[config.mk]
export PLATFORM = sky130hd
export DESIGN_NAME = bbs_exec
export DESIGN_NICKNAME = d
export VERILOG_FILES = /design/src/bbs_pkg.sv /design/src/bbs_exec.sv /design/src/bbs_phase_gen.sv
export SDC_FILE = /design/constraint.sdc
export NUM_CORES = 1
export LEC_CHECK = 0
export BUFFER_PORTS_ARGS = -buffer_cell sky130_fd_sc_hd__buf_2
export CELL_PAD_IN_SITES_DETAIL_PLACEMENT = 1
export CELL_PAD_IN_SITES_GLOBAL_PLACEMENT = 2
export CORE_AREA = 2 2 135 137
export CTS_BUF_LIST = sky130_fd_sc_hd__clkbuf_4
export DETAILED_ROUTE_END_ITERATION = 10
export DIE_AREA = 0 0 137 139
export GPL_ROUTABILITY_DRIVEN = 0
export GPL_TIMING_DRIVEN = 0
export PLACE_DENSITY = 0.74
export SYNTH_ARGS = -nofsm -noshare
export SYNTH_HDL_FRONTEND = slang
export SYNTH_SLANG_ARGS = --single-unit
[constraint.sdc]
create_clock -name clk -period 3.4 [get_ports clk]
set_input_delay 0.68 -clock clk [delete_from_list [all_inputs] [get_ports clk]]
set_output_delay 0.68 -clock clk [all_outputs]
set_load 0.02 [all_outputs]
[src/bbs_pkg.sv]
// Package for the branch and bit-set execute block: opcode patterns,
// field positions, phase encoding and reset values.
// Assumes a single 200 MHz core clock with synchronous reset.
package bbs_pkg;

  // Upper-byte patterns of the flag-conditional branches
  localparam logic [7:0] BBS_OP_BR_CARRY_CLR = 8'hE3;
  localparam logic [7:0] BBS_OP_BR_NEG_CLR = 8'hE7;
  localparam logic [7:0] BBS_OP_BR_OVF_CLR = 8'hE5;
  localparam logic [7:0] BBS_OP_BR_ZERO_CLR = 8'hE1;
  // Top five bits of the unconditional relative jump
  localparam logic [4:0] BBS_OP_JUMP_ALWAYS = 5'h1A;
  // Top nibble of the single-bit set
  localparam logic [3:0] BBS_OP_BIT_SET = 4'h8;

  // Field positions inside the 16-bit opcode
  localparam int BBS_BIT_POS_LSB = 9;
  localparam int BBS_ACC_SEL_POS = 8;
  // Highest file address that uses indexed literal offset mode
  localparam logic [7:0] BBS_INDEXED_LIMIT = 8'h5F;

  // Program counter width and its reset value
  localparam int BBS_PC_W = 21;
  localparam logic [20:0] BBS_PC_RST = 21'h000000;
  // Step from a branch to its fall-through address
  localparam logic [20:0] BBS_PC_STEP = 21'h000002;

  // Four phases of an instruction cycle
  typedef enum logic [1:0] {
    BBS_Q1,
    BBS_Q2,
    BBS_Q3,
    BBS_Q4
  } bbs_phase_t;

endpackage
[src/bbs_exec.sv]
// Decode and execute for the conditional and unconditional relative branches
// and the single-bit set of a data-memory register.
// Assumes fetch presents a new opcode each Q1 with its address; data memory
// answers a read address combinationally with rd_data.
//
// Summary of operation
// - Opcode E3xx branches only when the carry flag is zero.
// - Opcode E7xx branches only when the negative flag is zero and changes no flag.
// - Opcode E5xx branches only when the overflow flag is zero.
// - Opcode E1xx branches only when the zero flag is zero.
// - The conditional target is branch address plus 2 plus twice the signed 8-bit offset.
// - A conditional branch takes one cycle if not taken and two if taken, the second a no-op.
// - Opcode prefix 11010 always jumps to address plus 2 plus twice the signed 11-bit offset.
// - The unconditional jump always takes two cycles, the second a no-op, and changes no flag.
// - Opcode 1000 bbba ffff ffff sets bit b of file register f and leaves all else alone.
// - Access selector zero targets the access bank, one uses the bank select register.
// - With selector zero, extended set on and f at or below 5Fh, indexed literal offset is used.
`timescale 1ns/1ps
module bbs_exec
  import bbs_pkg::*;
(
  // Clock and reset
  input wire logic clk,
  input wire logic srst,
  // Fetch path
  input wire logic [15:0] opcode,
  input wire logic [20:0] opcode_addr,
  // Status flags
  input wire logic flag_carry,
  input wire logic flag_neg,
  input wire logic flag_ovf,
  input wire logic flag_zero,
  // Addressing context
  input wire logic [3:0] bank_select_reg,
  input wire logic [11:0] index_base,
  input wire logic ext_set_en,
  // Data memory
  input wire logic [7:0] rd_data,
  output logic [11:0] mem_addr,
  output logic [7:0] wr_data,
  output logic wr_en,
  // Program counter and pipeline control
  output logic [20:0] pc_load_val,
  output logic pc_load,
  output logic flush,
  output bbs_phase_t phase,
  output logic flags_wr_en,
  output logic unknown_op
);

  // Sign-extend a halved offset and form the target
  function automatic logic [20:0] rel_target(input logic [20:0] base, input logic [10:0] off);
    logic [20:0] ext;
    ext = {{10{off[10]}}, off};
    rel_target = base + BBS_PC_STEP + {ext[19:0], 1'b0};
  endfunction

  bbs_phase_gen u_phase
  (
    .clk(clk),
    .srst(srst),
    .phase(phase)
  );

  // Latched opcode and state
  logic [15:0] op_r;
  logic [15:0] op_nxt;
  logic [20:0] addr_r;
  logic [20:0] addr_nxt;
  logic nop_r;
  logic nop_nxt;
  logic take_r;
  logic take_nxt;
  logic [11:0] ea_r;
  logic [11:0] ea_nxt;
  logic [7:0] data_r;
  logic [7:0] data_nxt;
  logic wr_en_r;
  logic wr_en_nxt;
  logic [20:0] pc_val_r;
  logic [20:0] pc_val_nxt;
  logic pc_load_r;
  logic pc_load_nxt;
  logic flush_r;
  logic flush_nxt;
  logic unk_r;
  logic unk_nxt;

  // Decoded classes of the latched opcode
  logic is_cond;
  logic is_jump;
  logic is_bset;
  logic cond_met;
  logic [2:0] bit_sel;
  logic [7:0] file_addr;

  // Decode of the held opcode
  always_comb
  begin
    is_jump = op_r[15:11] == BBS_OP_JUMP_ALWAYS;
    is_bset = op_r[15:12] == BBS_OP_BIT_SET;
    bit_sel = op_r[BBS_BIT_POS_LSB +: 3];
    file_addr = op_r[7:0];
    is_cond = 1'b1;
    cond_met = 1'b0;
    unique case (op_r[15:8])
      BBS_OP_BR_CARRY_CLR: cond_met = !flag_carry;
      BBS_OP_BR_NEG_CLR: cond_met = !flag_neg;
      BBS_OP_BR_OVF_CLR: cond_met = !flag_ovf;
      BBS_OP_BR_ZERO_CLR: cond_met = !flag_zero;
      default: is_cond = 1'b0;
    endcase
  end

  // Phase-ordered execution of the held instruction
  always_comb
  begin
    op_nxt = op_r;
    addr_nxt = addr_r;
    nop_nxt = nop_r;
    take_nxt = take_r;
    ea_nxt = ea_r;
    data_nxt = data_r;
    wr_en_nxt = 1'b0;
    pc_val_nxt = pc_val_r;
    pc_load_nxt = 1'b0;
    flush_nxt = 1'b0;
    unk_nxt = unk_r;
    unique case (phase)
      BBS_Q1:
      begin
        // Decode: latch opcode; a discarded slot becomes a no-op
        op_nxt = opcode;
        addr_nxt = opcode_addr;
        // drop the slot after a taken branch
        nop_nxt = take_r;
        take_nxt = 1'b0;
      end
      BBS_Q2:
      begin
        unk_nxt = !nop_r && !is_cond && !is_jump && !is_bset;
        if (!nop_r && is_bset)
        begin
          // indexed literal offset for low access addresses
          if (!op_r[BBS_ACC_SEL_POS] && ext_set_en && file_addr <= BBS_INDEXED_LIMIT)
            ea_nxt = index_base + {4'h0, file_addr};
          // access bank low or high half
          else if (!op_r[BBS_ACC_SEL_POS])
            ea_nxt = (file_addr <= BBS_INDEXED_LIMIT) ? {4'h0, file_addr} : {4'hF, file_addr};
          else
            ea_nxt = {bank_select_reg, file_addr};
        end
      end
      BBS_Q3:
      begin
        if (!nop_r && is_bset)
          data_nxt = rd_data | (8'h01 << bit_sel);
        if (!nop_r && is_cond && cond_met)
        begin
          take_nxt = 1'b1;
          pc_val_nxt = rel_target(addr_r, {{3{op_r[7]}}, op_r[7:0]});
        end
        else if (!nop_r && is_jump)
        begin
          take_nxt = 1'b1;
          pc_val_nxt = rel_target(addr_r, op_r[10:0]);
        end
      end
      BBS_Q4:
      begin
        // write back with one bit set
        if (!nop_r && is_bset)
          wr_en_nxt = 1'b1;
        // load PC and flush for a second no-op cycle
        if (take_r)
        begin
          pc_load_nxt = 1'b1;
          flush_nxt = 1'b1;
        end
      end
    endcase
  end

  // Registers of the execute state
  always_ff @(posedge clk)
  begin
    if (srst)
    begin
      op_r <= 16'h0000;
      addr_r <= BBS_PC_RST;
      nop_r <= 1'b1;
      take_r <= 1'b0;
      ea_r <= 12'h000;
      data_r <= 8'h00;
      wr_en_r <= 1'b0;
      pc_val_r <= BBS_PC_RST;
      pc_load_r <= 1'b0;
      flush_r <= 1'b0;
      unk_r <= 1'b0;
    end
    else
    begin
      op_r <= op_nxt;
      addr_r <= addr_nxt;
      nop_r <= nop_nxt;
      take_r <= take_nxt;
      ea_r <= ea_nxt;
      data_r <= data_nxt;
      wr_en_r <= wr_en_nxt;
      pc_val_r <= pc_val_nxt;
      pc_load_r <= pc_load_nxt;
      flush_r <= flush_nxt;
      unk_r <= unk_nxt;
    end
  end

  // Outputs; none of these instructions write flags
  assign mem_addr = ea_r;
  assign wr_data = data_r;
  assign wr_en = wr_en_r;
  assign pc_load_val = pc_val_r;
  assign pc_load = pc_load_r;
  assign flush = flush_r;
  assign flags_wr_en = 1'b0;
  assign unknown_op = unk_r;

endmodule

[src/bbs_phase_gen.sv]
// Phase sequencer: divides the core clock into four phases.
// Assumes clk is the core clock and srst a synchronous reset.
`timescale 1ns/1ps
module bbs_phase_gen
  import bbs_pkg::*;
(
  // Clock and reset
  input wire logic clk,
  input wire logic srst,
  // Current phase
  output bbs_phase_t phase
);

  bbs_phase_t phase_r;
  bbs_phase_t phase_nxt;

  // Step through Q1..Q4 and wrap
  always_comb
  begin
    unique case (phase_r)
      BBS_Q1: phase_nxt = BBS_Q2;
      BBS_Q2: phase_nxt = BBS_Q3;
      BBS_Q3: phase_nxt = BBS_Q4;
      BBS_Q4: phase_nxt = BBS_Q1;
    endcase
  end

  // Phase register
  always_ff @(posedge clk)
  begin
    if (srst)
    begin
      phase_r <= BBS_Q1;
    end
    else
    begin
      phase_r <= phase_nxt;
    end
  end

  assign phase = phase_r;

endmodule

======== Word level (Yosys, flattened, before mapping) ========
Cells that the tools add are included.
cells by class
  $add $sub $neg .......................... 4
  $lt $le $gt $ge ......................... 1
  equal/unequal tests ..................... 10
  shift-type cells ........................ 1
  mux-type cells .......................... 13
  bitwise operators ....................... 2
  reduce and logical (&&, ||, !) cells .... 27
operators with widths
  kind                                                 count
  adder 21 bit                                         2
  2-to-1 mux 21 bit                                    2
  2-to-1 mux 12 bit                                    3
  == test 8 bit, second input constant                 4
  adder 21 x 2 -> 21 bit, second input constant        1
  adder 12 x 8 -> 12 bit                               1
  logical AND 1 bit                                    9
  logical NOT 1 bit                                    9
  <= comparator 8 x 7 -> 1 bit, second input constant  1
  bitwise OR 8 bit                                     1
  one-hot mux 2 bit (4 select lines)                   1
  AND reduction 2 bit                                  4
  << shifter 1 x 3 -> 8 bit, first input constant      1
  == test 5 bit, second input constant                 1
  2-to-1 mux 1 bit                                     5
  == test 2 bit, second input constant                 2
  == test 4 bit, second input constant                 1
  one-hot mux 1 bit (4 select lines)                   1
  nonzero test 2 bit                                   2
  OR reduction 4 bit                                   1
  != test 3 bit, second input constant                 1
  == test 2 x 1 -> 1 bit, second input constant        1
  logical NOT 2 bit                                    1
  one-hot mux 1 bit (2 select lines)                   1
  2 further kinds                                      2
word-level totals
  register bits after elaboration ......... 85
  bits of input ports ..................... 68
  output and inout port bits .............. 48
  word-level logic and storage cells ...... 69

======== Longest topological paths before layout ========
  word-level depth ........................ 7
  mapped depth ............................ 14
  mapped depth without buffers ............ 14

======== Modules after synthesis ========
Synthesis repeated with hierarchy kept, for this count alone.
unflattened totals
  cells, all modules ...................... 622
  area, all modules ....................... 4901.0 µm²
modules (own cells, without submodules)
  module         times used  cells an instance  area each (µm²)  sequential area each (µm²)
  bbs_exec       1           614                4812.1           1661.6
  bbs_phase_gen  1           8                  88.8             40.0

======== Worst setup path after synthesis ========
Ideal clock, no wire load.
  kind .................................... input port to flip-flop
  start ................................... in flag_neg
  end ..................................... reg pc_val_r[20] (netlist: pc_load_val[20])
  library setup time ...................... 62 ps
  data arrival time ....................... 3560 ps
  required time ........................... 3338 ps
  path slack .............................. -222 ps
  stages on the path ...................... 11
  path through ............................ mux4_2 nor4_4 nand2_1 o21ai_1 ha_1 a21o_1 a211o_1 a2111oi_0 a221oi_1 or3_1 nand3_1
between the ends
  longest elaborated chain between the ends .. 5
  elaborated cells on any way between the ends .. 6
  classes of those cells .................. mux: 2; reduce/logical: 4
RTL lines
  item                                    line             RTL
  start, declared                         bbs_exec.sv:30   input wire logic flag_neg,
  logical NOT 1 bit (*)                   bbs_exec.sv:108  BBS_OP_BR_NEG_CLR: cond_met = !flag_neg;
  one-hot mux 1 bit (4 select lines) (*)  bbs_exec.sv:106  unique case (op_r[15:8])
  logical AND 1 bit (*)                   bbs_exec.sv:158  if (!nop_r && is_cond && cond_met)
  nonzero test 2 bit (no line)            n/a
  AND reduction 2 bit (no line)           n/a
  end signal, assigned                    bbs_exec.sv:210  pc_val_r <= pc_val_nxt;
  end, declared                           bbs_exec.sv:80   logic [20:0] pc_val_r;
Every way passes the cells marked *; elsewhere a longest branch is shown, timed or not.
A chain may end at the register's enable or synchronous reset.

======== Worst setup path in the final report ========
  start ................................... reg op_r[10]
  end ..................................... reg pc_val_r[20] (netlist: pc_load_val[20])
between the ends
  longest elaborated chain between the ends .. 7
  elaborated cells on any way between the ends .. 14
  classes of those cells .................. add/sub: 1; eq/ne: 4; mux: 4; reduce/logical: 5
RTL lines
  item                                                  line             RTL
  start, declared                                       bbs_exec.sv:66   logic [15:0] op_r;
  start signal, assigned                                bbs_exec.sv:203  op_r <= op_nxt;
  branches (longest 7 deep; another with adder 21 bit)  n/a
Several ways; the timed one is not identified. The select of a mux whose other input is x is not followed.

==> flow_metrics.tcl <==
set metrics [dict create \
    cts_buffer_depth 2 \
    insertion_delay_ns 0.48 \
    syn-num-nets 705 \
    ctsHoldBuffers 0 \
    dpl_cell_area_mm2 0.00588 \
    syn_area_mm2 0.00502 \
    ys_async_sr_fraction_pct 0 \
    drv_cap 0 \
    slew_headroom_pct 43.8 \
    tightest_slew_ns 0.843 \
    first_iter_violations 272 \
    synth.top_cell.area_share_pct 33.9 \
    ys_seq_elements 85 \
    area_growth_syn_to_layout_pct 23.7 \
    grt_pass1_vias 5031 \
    fp.dieArea_mm2 0.0190 \
    vias_per_cell 4.94 \
    worstPathMaxFanout 7 \
    cts_tree "done" \
    fin_total_pwr_w 0.00305 \
    synthDistinctLibCells 56 \
    yosys_warnings 0 \
    maxSlewViolCount 0 \
    power_density_mw_per_mm2 491 \
    post-route-cell-area_mm2 0.00621 \
    min_period_over_period_pct 95.4 \
    reg2regPathDepth 12 \
    yosysSeqAreaShare_pct 33.9 \
    finClkSkew_ns 0.0186 \
    cp_top_family "compound AO/OA/AOI/OAI gates" \
    crit_cells 12 \
    synthTopCellsByArea "dfxtp_1 34%, mux2i_1 8.2%, ha_1 8.0%" \
    busiest_layer "met2" \
    vias 4828 \
    grt_util_met3_pct 2.85 \
    syn_avg_cell_area_um2 8.32 \
    yosysMostFrequentCell "nor2_1" \
    crit_chain "buf_6 > mux4_2 > nor4_4 > nand2_2 > o21ai_4 > buf_4 > ha_1 > a211o_1 > a2111oi_4 > a221oi_2 > or3_1 > nand3_1" \
    drc_errors 0 \
    track_usage_pct 17.8 \
    dp_hpwl_um 13100 \
    grt_util_met1_pct 22.5 \
    cp-end-kind "flip-flop" \
    cp-start-kind "flip-flop" \
    antenna_found_initial 2 \
    synth_flop_cell "dfxtp_1" \
    hold_violations 0 \
    post-synth-top-area-cell "dfxtp_1" \
    path_clk_slew_ns 0.15 \
    setup.worst_path.class "reg2reg" \
    crit_slowest_cell "mux4_2" \
    netlist_top_cells_count "87 x nor2_1, 85 x dfxtp_1, 52 x nand2_1" \
    setup_viol 0 \
    synthCells 603 \
    grt_pass1_wl_um 26300 \
    firstDrtPassIters 4 \
    status "complete, no violations" \
    initial_core_util_pct 28.4 \
    p_leak_nw 2.81 \
    cts_buffers 9 \
    drive_gt1_share_pct 22.7 \
    coreArea_mm2 0.0177 \
    die_h_um 139 \
    row_count 49 \
    wire_per_inst_um 17.2 \
    htreeDepth 3 \
    ios 116 \
    fmax_mhz 308 \
    met2_usage_pct 30.8 \
    cpPeakStageDelay_ns 0.53 \
    crit_buf_inv 2 \
    cp_data_required_time_ns 3.82 \
    fin_nets 843 \
    rsz0062_at_grt "yes" \
    hold_path.class "in2reg" \
    vdd_ir_drop_max_mv 0.182 \
    grt_max_degree 14 \
    io_buffer_count 113 \
    synth_edf_count 0 \
    period_needed_ns 3.24 \
    dieWidth_um 137 \
    gr-total-overflow 0 \
    cp.arrival_ns 3.66 \
    wirelength_um 16800 \
    min_path_cells 3 \
    cts.sinks 85 \
    cts_root_buf "clkbuf_4" \
    ant_nets 0 \
]
[layer usage]
| layer | routed length (µm) | share of wire, % |
|---|---|---|
| met4 | 187 | 1.1 |
| met1 | 7750 | 46 |
| met5 | 0 | 0 |
| met2 | 8120 | 48 |
| met3 | 710 | 4.2 |
[final cells by class]
| type | instances | area, µm² |
|---|---|---|
| multi-input combinational | 469 | 3220 |
| clock inverter | 7 | 32.5 |
| sequential | 85 | 1710 |
| tap | 229 | 287 |
| antenna | 2 | 5.00 |
| inverter | 19 | 71.3 |
| timing repair buffer | 128 | 678 |
| fill | 2178 | 11500 |
| clock buffer | 9 | 67.6 |
| buffer | 29 | 136 |
[cell usage in the layout (no fill, tap or decap), types with 4 or more instances in the layout]
cell type / Yosys / layout
buf_2: 1 / 114
nor2_1: 87 / 86
dfxtp_1: 85 / 82
nand2_1: 52 / 49
mux2i_1: 41 / 41
a21oi_1: 40 / 38
ha_1: 32 / 30
xnor2_1: 22 / 22
a211oi_1: 20 / 20
o21ai_0: 22 / 20
inv_1: 19 / 19
clkbuf_1: 20 / 19
buf_4: 3 / 18
nand3_1: 15 / 15
nor3_1: 15 / 14
xor2_1: 12 / 12
a21o_1: 12 / 12
clkbuf_4: 0 / 9
and3_1: 8 / 8
nor2b_1: 8 / 8
a31oi_1: 8 / 8
nand2b_1: 5 / 5
clkinv_1: 0 / 5
nand4_1: 4 / 4
buf_1: 4 / 4
o31a_1: 4 / 4
[cell families after synthesis]
kind of cell	count (synthesis)	share of synthesized area (%)
other	1	0.0748
adders and majority gates	34	8.78
muxes	43	8.85
DFF	85	33.9
AOI/OAI and AO/OA	138	17.8
xor gates and xnor gates	34	5.94
and+or+nand+nor	219	20.4
buffers and inverters	49	4.22
[metrics by stage]
step           setup TNS (ns)  setup WS (ns)  hold WS, ns  utilization (%)  cells
5_1_grt               -0.0148        -0.0122        0.414             35.1    976
2_1_floorplan         -0.0230        -0.0230        0.431                -    603
6_report                    0          0.156        0.428             35.1    977
3_3_place_gp            -2.89         -0.755        0.440             33.3    945
4_1_cts                     0         0.0240        0.404             35.0    974
3_5_place_dp            -3.14         -0.770        0.450             33.3    945
[flip-flops by register name, indices dropped and copies added (netlist names)]
name,cells
wr_data,8
mem_addr,12
wr_en,1
pc_load_val,21
flush,1
u_phase.phase,2
take_r,1
addr_r,21
op_r,16
nop_r,1
unknown_op,1
[repair_timing]
action | 4_1_cts | 5_1_grt
endpoints found under the hold margin | 0 | 0
resized for setup | 21 | 5
pin swaps | 13 | 4
endpoints found under the setup margin | 5 | 7
setup buffers | 14 | 1
[power by group]
group,internal [W],leakage [nW],switching [W]
registers,0.00110,0.695,0.000144
logic,0.000568,2.06,0.000721
clock network,0.000138,0.0573,0.000373
total,0.00181,2.81,0.00124
[worst register-to-register path: stages (launching register included)]
cell and delay [ns]:
dfxtp_2 0.35, buf_6 0.10, mux4_2 0.53, nor4_4 0.19, nand2_2 0.12, o21ai_4 0.16
buf_4 0.18, ha_1 0.31, a211o_1 0.36, a2111oi_4 0.37, a221oi_2 0.13, or3_1 0.32
nand3_1 0.07
[worst paths after layout]
check / startpoint / end / slack (ns)
min reg2reg: addr_r[0] / pc_load_val[0] / 0.47
min: opcode[7] / op_r[7] / 0.43
max: op_r[10] / pc_load_val[20] / 0.16
max reg2reg: op_r[10] / pc_load_val[20] / 0.16
Power figures use the tool's default switching activity.
